**src/fdrd_pkg.sv**
```systemverilog
// constants and types for the read-data command sequencer
package fdrd_pkg;
	localparam logic [3:0] FDRD_CMD_LAST    = 4'h8;
	localparam logic [2:0] FDRD_RES_LEN     = 3'h7;
	localparam logic [2:0] FDRD_RES_INVALID = 3'h1;
	localparam logic [4:0] FDRD_OP_READ     = 5'h06;
	localparam int         FDRD_OP_MSB      = 4;
	localparam int         FDRD_MT_BIT      = 7;
	localparam int         FDRD_DD_BIT      = 6;
	localparam int         FDRD_SKIP_BIT    = 5;
	localparam int         FDRD_HEAD_BIT    = 2;
	localparam int         FDRD_IDX_SEL     = 1;
	localparam int         FDRD_IDX_C       = 2;
	localparam int         FDRD_IDX_H       = 3;
	localparam int         FDRD_IDX_R       = 4;
	localparam int         FDRD_IDX_N       = 5;
	localparam int         FDRD_IDX_EOT     = 6;
	localparam int         FDRD_IDX_DTL     = 8;
	localparam logic [1:0] FDRD_IC_NORMAL   = 2'h0;
	localparam logic [1:0] FDRD_IC_ABNORMAL = 2'h1;
	localparam logic [1:0] FDRD_IC_INVALID  = 2'h2;
	localparam int         FDRD_ST1_DATAERR = 5;
	localparam int         FDRD_ST1_OVERRUN = 4;
	localparam int         FDRD_ST1_NODATA  = 2;
	localparam int         FDRD_ST2_CTRLMK  = 6;
	localparam int         FDRD_MSR_REQ     = 7;
	localparam int         FDRD_MSR_DIR     = 6;
	localparam int         FDRD_MSR_EXEC    = 5;
	localparam int         FDRD_MSR_BUSY    = 4;
	localparam int         FDRD_LEN_BASE    = 7;
	localparam logic [2:0] FDRD_N_MAX       = 3'h7;
	localparam logic [7:0] FDRD_FIRST_SECT  = 8'h01;
	localparam logic [7:0] FDRD_STEP_ONE    = 8'h01;
	localparam logic [7:0] FDRD_ZERO_BYTE   = 8'h00;

	typedef enum logic [2:0] {
		FDRD_S_CMD,
		FDRD_S_REQ,
		FDRD_S_WAIT_ID,
		FDRD_S_DATA,
		FDRD_S_CRC,
		FDRD_S_DRAIN,
		FDRD_S_RESULT
	} fdrd_state_t;
endpackage

```
**src/fdrd_sect_if.sv**
```systemverilog
// carrier between sequencer and sector byte counter
`timescale 1ns/10ps
interface fdrd_sect_if;
	logic       start;
	logic       byte_stb;
	logic [7:0] size_code;
	logic [7:0] short_count;
	logic       deliver;
	logic       last;
	modport ctl (output start, output byte_stb, output size_code, output short_count,
		input deliver, input last);
	modport cnt (input start, input byte_stb, input size_code, input short_count,
		output deliver, output last);
endinterface

```
**src/fdrd_read_data.sv**
```systemverilog
// read-data command sequencer: command, execution and result phases
`timescale 1ns/10ps
module fdrd_read_data (
	// clock and reset
	input  wire logic        i_clock,
	input  wire logic        i_rst,
	// host command and data port
	input  wire logic        i_cmd_wr,
	input  wire logic [7:0]  i_cmd_byte,
	output logic             o_cmd_ready,
	input  wire logic        i_host_rd,
	input  wire logic        i_port_select_line,
	output logic [7:0]       o_host_rdata,
	output logic             o_host_data_avail,
	// scan and write options
	input  wire logic        i_scan_enable,
	input  wire logic [1:0]  i_scan_sector_step,
	input  wire logic        i_write_mode,
	output logic             o_write_fill,
	// status
	output logic             o_busy,
	output logic             o_result_phase,
	output logic [7:0]       o_result_status_three,
	// drive side
	output logic             o_sector_req,
	output logic [7:0]       o_req_cyl,
	output logic [7:0]       o_req_head_id,
	output logic [7:0]       o_req_sector,
	output logic [7:0]       o_req_size,
	output logic             o_head_select_bit,
	output logic [1:0]       o_unit_drive_select,
	output logic             o_double_density_select,
	input  wire logic        i_id_found,
	input  wire logic        i_deleted_mark,
	input  wire logic        i_no_id,
	input  wire logic        i_disk_valid,
	input  wire logic [7:0]  i_disk_byte,
	input  wire logic        i_crc_done,
	input  wire logic        i_crc_error,
	input  wire logic        i_terminal_count
);
	import fdrd_pkg::*;

	typedef struct packed {
		fdrd_state_t     st;
		logic [8:0][7:0] cmd;
		logic [3:0]      idx;
		logic [7:0]      head_id;
		logic [7:0]      sect;
		logic            head;
		logic [7:0]      host_byte;
		logic            host_full;
		logic            tc_meta;
		logic            tc_sync;
		logic            tc_seen;
		logic            skipping;
		logic [7:0]      st0;
		logic [7:0]      st1;
		logic [7:0]      st2;
		logic [7:0]      st3;
		logic [2:0]      ridx;
		logic [2:0]      rlen;
	} fdrd_regs_t;

	fdrd_regs_t  r;
	fdrd_regs_t  r_nxt;
	fdrd_sect_if sif ();

	logic       rd_sel;
	logic       host_load;
	logic       pop_result;
	logic       mt;
	logic       skip_del;
	logic [7:0] last_sector_on_track;
	logic [7:0] step;
	logic [7:0] msr;
	logic       at_eot;
	logic       to_side_one;

	// result byte order: three status bytes, then C, H, R, N
	function automatic logic [7:0] fdrd_res_byte(input fdrd_regs_t s, input logic [2:0] i);
		logic [7:0] b;
		b = FDRD_ZERO_BYTE;
		unique case (i)
			3'h0: b = s.st0;
			3'h1: b = s.st1;
			3'h2: b = s.st2;
			3'h3: b = s.cmd[FDRD_IDX_C];
			3'h4: b = s.head_id;
			3'h5: b = s.sect;
			3'h6: b = s.cmd[FDRD_IDX_N];
			default: b = FDRD_ZERO_BYTE;
		endcase
		return b;
	endfunction

	fdrd_sector_count u_count (
		.i_clock (i_clock),
		.i_rst   (i_rst),
		.sif     (sif)
	);

	always_comb begin
		r_nxt      = r;
		mt         = r.cmd[0][FDRD_MT_BIT];
		skip_del   = r.cmd[0][FDRD_SKIP_BIT];
		last_sector_on_track        = r.cmd[FDRD_IDX_EOT];
		// scan walks by the programmed step, a plain read by one
		step       = i_scan_enable ? {6'h00, i_scan_sector_step} : FDRD_STEP_ONE;
		at_eot     = (r.sect == last_sector_on_track);
		to_side_one = mt && !r.head;
		rd_sel     = i_host_rd && i_port_select_line;
		pop_result = rd_sel && (r.st == FDRD_S_RESULT);
		// nothing goes to the host past terminal count or inside a skipped sector
		host_load  = (r.st == FDRD_S_DATA) && i_disk_valid && sif.deliver
			&& !r.tc_seen && !r.skipping;
		sif.start       = (r.st == FDRD_S_WAIT_ID) && i_id_found;
		sif.byte_stb    = (r.st == FDRD_S_DATA) && i_disk_valid;
		sif.size_code   = r.cmd[FDRD_IDX_N];
		sif.short_count = r.cmd[FDRD_IDX_DTL];
		// terminal count pin, two flops before use
		r_nxt.tc_meta = i_terminal_count;
		r_nxt.tc_sync = r.tc_meta;
		if ((r.st != FDRD_S_CMD) && (r.st != FDRD_S_RESULT) && r.tc_sync) begin
			r_nxt.tc_seen = 1'b1;
		end
		// host data holding byte: a load in the same cycle as a pop wins
		if (rd_sel && r.host_full) begin
			r_nxt.host_full = 1'b0;
		end
		if (host_load) begin
			if (r.host_full && !rd_sel) begin
				r_nxt.st1[FDRD_ST1_OVERRUN] = 1'b1;
			end else begin
				r_nxt.host_byte = i_disk_byte;
				r_nxt.host_full = 1'b1;
			end
		end
		unique case (r.st)
			FDRD_S_CMD: begin
				if (i_cmd_wr) begin
					r_nxt.cmd[r.idx] = i_cmd_byte;
					r_nxt.idx        = r.idx + 4'h1;
					if ((r.idx == 4'h0) && (i_cmd_byte[FDRD_OP_MSB:0] != FDRD_OP_READ)) begin
						r_nxt.idx  = 4'h0;
						r_nxt.st0  = {FDRD_IC_INVALID, 6'h00};
						r_nxt.rlen = FDRD_RES_INVALID;
						r_nxt.ridx = 3'h0;
						r_nxt.st   = FDRD_S_RESULT;
					end else if (r.idx == FDRD_CMD_LAST) begin
						r_nxt.idx      = 4'h0;
						r_nxt.head     = r.cmd[FDRD_IDX_SEL][FDRD_HEAD_BIT];
						r_nxt.head_id  = r.cmd[FDRD_IDX_H];
						r_nxt.sect     = r.cmd[FDRD_IDX_R];
						r_nxt.tc_seen  = 1'b0;
						r_nxt.st1      = FDRD_ZERO_BYTE;
						r_nxt.st2      = FDRD_ZERO_BYTE;
						r_nxt.st       = FDRD_S_REQ;
					end
				end
			end
			FDRD_S_REQ: begin
				r_nxt.st = FDRD_S_WAIT_ID;
			end
			FDRD_S_WAIT_ID: begin
				if (i_no_id) begin
					r_nxt.st1[FDRD_ST1_NODATA] = 1'b1;
					r_nxt.st0[7:6]             = FDRD_IC_ABNORMAL;
					r_nxt.st                   = FDRD_S_DRAIN;
				end else if (i_id_found) begin
					r_nxt.skipping = i_deleted_mark && skip_del;
					if (i_deleted_mark) begin
						r_nxt.st2[FDRD_ST2_CTRLMK] = 1'b1;
					end
					r_nxt.st = FDRD_S_DATA;
				end
			end
			FDRD_S_DATA: begin
				if (i_disk_valid && sif.last) begin
					r_nxt.st = FDRD_S_CRC;
				end
			end
			FDRD_S_CRC: begin
				if (i_crc_done) begin
					r_nxt.skipping = 1'b0;
					if (i_crc_error) begin
						r_nxt.st1[FDRD_ST1_DATAERR] = 1'b1;
						r_nxt.st0[7:6]              = FDRD_IC_ABNORMAL;
						r_nxt.st                    = FDRD_S_DRAIN;
					end else if (r.tc_seen) begin
						r_nxt.st = FDRD_S_DRAIN;
					end else if (at_eot && to_side_one) begin
						r_nxt.head    = 1'b1;
						r_nxt.head_id = 8'h01;
						r_nxt.sect    = FDRD_FIRST_SECT;
						r_nxt.st      = FDRD_S_REQ;
					end else if (at_eot) begin
						r_nxt.st = FDRD_S_DRAIN;
					end else begin
						r_nxt.sect = r.sect + step;
						r_nxt.st   = FDRD_S_REQ;
					end
				end
			end
			FDRD_S_DRAIN: begin
				// wait for the host to take the last byte before results
				if (!r.host_full || rd_sel) begin
					r_nxt.st0[2]   = r.head;
					r_nxt.st0[1:0] = r.cmd[FDRD_IDX_SEL][1:0];
					r_nxt.st3      = {5'h00, r.head, r.cmd[FDRD_IDX_SEL][1:0]};
					r_nxt.ridx     = 3'h0;
					r_nxt.rlen     = FDRD_RES_LEN;
					r_nxt.st       = FDRD_S_RESULT;
				end
			end
			FDRD_S_RESULT: begin
				if (pop_result) begin
					r_nxt.ridx = r.ridx + 3'h1;
					if (r.ridx == r.rlen - 3'h1) begin
						r_nxt.st0 = FDRD_ZERO_BYTE;
						r_nxt.st  = FDRD_S_CMD;
					end
				end
			end
		endcase
		msr = FDRD_ZERO_BYTE;
		msr[FDRD_MSR_REQ]  = (r.st == FDRD_S_CMD) || r.host_full || (r.st == FDRD_S_RESULT);
		msr[FDRD_MSR_DIR]  = r.host_full || (r.st == FDRD_S_RESULT);
		msr[FDRD_MSR_EXEC] = (r.st != FDRD_S_CMD) && (r.st != FDRD_S_RESULT);
		msr[FDRD_MSR_BUSY] = (r.st != FDRD_S_CMD);
	end

	always_ff @(posedge i_clock or posedge i_rst) begin
		if (i_rst) begin
			r <= '0;
		end else begin
			r <= r_nxt;
		end
	end

	assign o_cmd_ready             = (r.st == FDRD_S_CMD);
	// status lives apart from the result bytes; port select picks which
	assign o_host_rdata            = !i_port_select_line ? msr
		: ((r.st == FDRD_S_RESULT) ? fdrd_res_byte(r, r.ridx) : r.host_byte);
	assign o_host_data_avail       = r.host_full;
	assign o_write_fill            = i_write_mode && (r.st == FDRD_S_DATA) && !sif.deliver;
	assign o_busy                  = (r.st != FDRD_S_CMD);
	assign o_result_phase          = (r.st == FDRD_S_RESULT);
	assign o_result_status_three   = (r.st == FDRD_S_RESULT) ? r.st3 : FDRD_ZERO_BYTE;
	assign o_sector_req            = (r.st == FDRD_S_REQ);
	assign o_req_cyl               = r.cmd[FDRD_IDX_C];
	assign o_req_head_id           = r.head_id;
	assign o_req_sector            = r.sect;
	assign o_req_size              = r.cmd[FDRD_IDX_N];
	assign o_head_select_bit       = r.head;
	assign o_unit_drive_select     = r.cmd[FDRD_IDX_SEL][1:0];
	assign o_double_density_select = r.cmd[0][FDRD_DD_BIT];

	a_nine_bytes: assert property (@(posedge i_clock) disable iff (i_rst)
		(r.st == FDRD_S_CMD && i_cmd_wr && r.idx != 4'h0 && r.idx < FDRD_CMD_LAST) |=> r.st == FDRD_S_CMD)
		else $error("execution began before nine bytes");
	a_exec_start: assert property (@(posedge i_clock) disable iff (i_rst)
		(r.st == FDRD_S_CMD && i_cmd_wr && r.idx == FDRD_CMD_LAST) |=> o_sector_req ##1 !o_sector_req)
		else $error("ninth byte did not start execution");
	a_sector_step: assert property (@(posedge i_clock) disable iff (i_rst)
		(r.st == FDRD_S_CRC && i_crc_done && !i_crc_error && !r.tc_seen && !at_eot && !i_scan_enable)
		|=> r.sect == $past(r.sect) + 8'h01 && o_sector_req)
		else $error("sector address did not advance by one");
	a_tc_no_data: assert property (@(posedge i_clock) disable iff (i_rst)
		(r.tc_seen && r.st == FDRD_S_DATA) |-> !host_load)
		else $error("data delivered after terminal count");
	a_tc_full_sector: assert property (@(posedge i_clock) disable iff (i_rst)
		(r.tc_seen && r.st == FDRD_S_DATA && !(i_disk_valid && sif.last)) |=> r.st == FDRD_S_DATA)
		else $error("sector abandoned early after terminal count");
	a_side_one: assert property (@(posedge i_clock) disable iff (i_rst)
		(r.st == FDRD_S_CRC && i_crc_done && !i_crc_error && !r.tc_seen && at_eot && to_side_one)
		|=> o_head_select_bit && o_req_sector == FDRD_FIRST_SECT && o_sector_req)
		else $error("multi-track did not move to side one sector one");
	a_eot_stop: assert property (@(posedge i_clock) disable iff (i_rst)
		(r.st == FDRD_S_CRC && i_crc_done && !i_crc_error && at_eot && !to_side_one)
		|=> !o_sector_req [*2])
		else $error("transfer continued past last sector");
	a_skip_deleted: assert property (@(posedge i_clock) disable iff (i_rst)
		(r.skipping && r.st == FDRD_S_DATA && i_disk_valid) |-> !host_load)
		else $error("deleted sector data reached host");
	a_result_idle: assert property (@(posedge i_clock) disable iff (i_rst)
		(pop_result && r.ridx == r.rlen - 3'h1) |=> o_cmd_ready && !o_result_phase)
		else $error("no return to idle after last result byte");
	a_write_fill: assert property (@(posedge i_clock) disable iff (i_rst)
		(i_write_mode && r.st == FDRD_S_DATA && r.cmd[FDRD_IDX_N] == 8'h00
		&& !sif.deliver) |-> o_write_fill)
		else $error("short write sector not zero filled");
endmodule // fdrd_read_data

```
**src/fdrd_sector_count.sv**
```systemverilog
// sector byte counter: sector length and short-sector window
`timescale 1ns/10ps
module fdrd_sector_count (
	// clock and reset
	input  wire logic  i_clock,
	input  wire logic  i_rst,
	// sequencer side
	fdrd_sect_if.cnt   sif
);
	import fdrd_pkg::*;

	typedef struct packed {
		logic [14:0] count;
	} fdrd_cnt_t;

	fdrd_cnt_t   r;
	fdrd_cnt_t   r_nxt;
	logic [2:0]  n_eff;
	logic [14:0] sect_len;

	always_comb begin
		// codes above the largest size clamp, so the counter never overflows
		n_eff    = (sif.size_code > {5'h00, FDRD_N_MAX}) ? FDRD_N_MAX : sif.size_code[2:0];
		sect_len = 15'(15'h0001 << (FDRD_LEN_BASE + int'(n_eff)));
		r_nxt    = r;
		if (sif.start) begin
			r_nxt.count = 15'h0000;
		end else if (sif.byte_stb) begin
			r_nxt.count = r.count + 15'h0001;
		end
		sif.last    = (r.count == sect_len - 15'h0001);
		// short count applies only to 128-byte sectors; the tail is still read
		sif.deliver = (n_eff != 3'h0) || (r.count < {7'h00, sif.short_count});
	end

	always_ff @(posedge i_clock or posedge i_rst) begin
		if (i_rst) begin
			r <= '0;
		end else begin
			r <= r_nxt;
		end
	end

	a_count_clear: assert property (@(posedge i_clock) disable iff (i_rst)
		sif.start |=> r.count == 15'h0000) else $error("counter not cleared at sector start");
endmodule // fdrd_sector_count

```
**config.mk**
```make
export PLATFORM = sky130hd
export DESIGN_NAME = fdrd_read_data
export DESIGN_NICKNAME = d
export VERILOG_FILES = /design/src/fdrd_pkg.sv /design/src/fdrd_sect_if.sv /design/src/fdrd_read_data.sv /design/src/fdrd_sector_count.sv
export SDC_FILE = /design/constraint.sdc
export NUM_CORES = 1
export LEC_CHECK = 0
export BUFFER_PORTS_ARGS = -buffer_cell sky130_fd_sc_hd__buf_2
export CAP_MARGIN = 20
export CORE_AREA = 5 5 126 128
export DETAILED_ROUTE_END_ITERATION = 6
export DIE_AREA = 0 0 131 133
export PLACE_DENSITY = 0.69
export SETUP_SLACK_MARGIN = 0.1
export SYNTH_ARGS = -nofsm -noshare
export SYNTH_HDL_FRONTEND = slang
export SYNTH_HIERARCHICAL = 1
export SYNTH_SLANG_ARGS = --single-unit
```
**constraint.sdc**
```tcl
create_clock -name i_clock -period 3.66 [get_ports i_clock]
set_input_delay 0.366 -clock i_clock [delete_from_list [all_inputs] [get_ports i_clock]]
set_output_delay 0.366 -clock i_clock [all_outputs]
set_load 0.1 [all_outputs]
```
==> out/metrics.yaml <==
status: "finished, final reports clean"
vias: 5452
gr-usage-all-layers: 0.226
grt_max_degree: 75
worstSetupStartpointType: "flip-flop"
yosys.area.top_type_share: 0.431
wl_um: 18800
design.core.area_um2: 14800
finalHoldViolations: 0
synth.area.top_cells: "dfrtp_1, mux2_2, buf_4"
post_cts_buffers: 0
synth_edf_count: 0
yosys.cell_count.top_type: "dfrtp_1"
synthCells: 686
seq_area_um2: 3080
area_growth_pct: 11.0
power_frac_comb: 0.369
grt_pass1_wl_um: 30100
portBuffers: 84
leakage_uw: 0.00390
finalClockSkew_ns: 0.00630
dp_worst_setup_slack_ns: 0.758
cp-end-kind: "output port"
tns_ns: 0
final_cells: 927
htree_levels: 4
max_freq_mhz: 303
grt_busiest_layer: "met2"
hp-class: "in2async"
ant_nets: 0
nets: 779
fillers: 1299
crit_required_ns: 3.29
critical-path-top-delay-family: "flip-flops"
placedCellCount: 895
worstPathCellList: "nand3_2 -> inv_2 -> o41ai_4 -> nor2_1 -> a21oi_1 -> a22oi_1 -> buf_2"
power_frac_seq: 0.335
via_per_inst: 5.88
use_met2: 0.355
critical_path_class: "reg2out"
met3_usage: 0.0513
switchingPower_uw: 2250
swShare: 0.422
rows: 45
synthTopCellsByCount: "dfrtp_1, nand2_1, mux2_2, buf_4, nor2_1"
yosysTopAreaCell: "dfrtp_1"
ys_seq_area_frac: 0.431
cts_max_path_buffers: 2
cts_root_buf: "clkbuf_16"
yosys_most_used_dff: "dfrtp_1"
p_per_area_nw_per_um2: 671
antenna_found_initial: 0
die-height_um: 133
syn_area_per_cell_um2: 10.4
clk_latency_ns: 0.43
io_pins: 90
critPathBufInv: 2
fin_util: 0.537
cts_tree: "done"
cts_sinks: 123
path_clk_slew_ns: 0.06
dpl.hpwl_um: 13800
gp_congestion: 0.942
crit_arrival_ns: 2.93
setup_viol: 0
globalRouteMet1Util: 0.304
min_period_ns: 3.30
fp.dieArea_um2: 17400
p_clk_frac: 0.296
drv_cap: 0
p_int_uw: 3070
vdd_drop_max_mv: 0.427
die_x_um: 131
cp_max_fo: 24
grt_remaining_overflow: 0
finalMaxSlewViolations: 0
firstDrtPassIters: 7
drive_gt1_frac: 0.286
ys_ff_latch: 123
antenna_cells: 0
worstMarginPinSlew_ns: 0.923
grt_pass1_vias: 5439
slew_headroom: 0.385
fin_ws_ns: 0.363
hold_ws_ns: 0.0431
cts_buffers: 17
drcViolationCount: 0
period_share: 0.901
multi_input_area_um2: 3490
synth_area_um2: 7140
yosysWarnings: 6
synth_cell_types: 83
start_util: 0.484
max_stage_delay_ns: 0.82
slowest_stage: "dfrtp_1"
rsz0062_at_grt: "false"
async_reset_ff_frac: 1.00
drt_iter0_drc: 551
post_drt_wl_per_cell_um: 20.3
## cell type report
cell class	count	share of cell area
Clock buffer	19	0.0572
Clock inverter	13	0.0128
Inverter	29	0.0141
Multi-Input combinational cell	467	0.441
Sequential cell	123	0.389
Tap cell	188	0.0297
Timing Repair Buffer	88	0.0569
## power groups by stage
stage                     combinational [uW]  clock (uW)  sequential [uW]
after detailed placement                1930           0             1800
after global placement                  1900           0             1790
final                                   1960        1580             1780
after floorplan                         1690           0             1730
after global routing                    2100        1670             1810
after CTS                               1940        1600             1780
## state kept, by name, summed over array words and instances, names as in the netlist
signal / flops
r: 54
u_count/r: 15
last_sector_on_track: 8
o_req_cyl: 8
o_req_head_id: 8
o_req_sector: 8
o_req_size: 8
sif.short_count: 8
o_unit_drive_select: 2
mt: 1
o_double_density_select: 1
o_head_select_bit: 1
o_host_data_avail: 1
## through the flow
step,area [um2],total power (uW)
3_3_place_gp,7360,3690
2_1_floorplan,7160,3420
6_report,7920,5320
5_1_grt,7920,5580
4_1_cts,7910,5320
3_5_place_dp,7360,3730
## cell usage in the layout (no fill, tap or decap), types with 17 or more instances in the layout
cell type / netlist / final
nor2_1: 43 / 43
dfrtp_1: 123 / 123
clkbuf_16: 0 / 17
nand2_1: 71 / 71
buf_2: 10 / 84
a21oi_1: 33 / 33
mux2_2: 54 / 54
ha_1: 20 / 20
inv_1: 27 / 26
xor2_1: 18 / 18
## worst paths after layout
kind,startpoint,endpoint,slack (ns),cells after the start
max,r[146]$_DFFE_PP0P_,o_host_rdata[6],0.36,7
max reg2reg,o_req_size[7]$_DFFE_PP0P_,r[146]$_DFFE_PP0P_,0.70,10
max in group asynchronous,i_rst,o_req_sector[5]$_DFFE_PP0P_,2.68,3
min,i_rst,u_count/r[14]$_DFFE_PP0P_,0.04,2
min reg2reg,r[41]$_DFF_PP0_,r[40]$_DFF_PP0_,0.36,0
min in group i_clock,i_terminal_count,r[41]$_DFF_PP0_,0.06,1
## cells by family after synthesis
group,synth area share
muxes,0.110
DFF,0.431
buffers and inverters,0.0843
adders and majority gates,0.0379
and+or+nand+nor,0.162
AOI/OAI and AO/OA,0.141
xor gates and xnor gates,0.0340
other,0.000525
## metal layers
| layer | share of wire | vias to the layer above | routed length [um] |
|---|---|---|---|
| li1 | - | 2484 | - |
| met1 | 0.42 | 2693 | 7960 |
| met2 | 0.49 | 217 | 9120 |
| met3 | 0.065 | 58 | 1210 |
| met4 | 0.026 | 0 | 490 |
| met5 | 0 | - | 0 |
## repair_timing
action,in CTS,in global routing
setup endpoints to repair,0,1
hold buffers,0,0
gates resized for setup,0,1
Note: power is estimated with default switching activity, not from simulation.
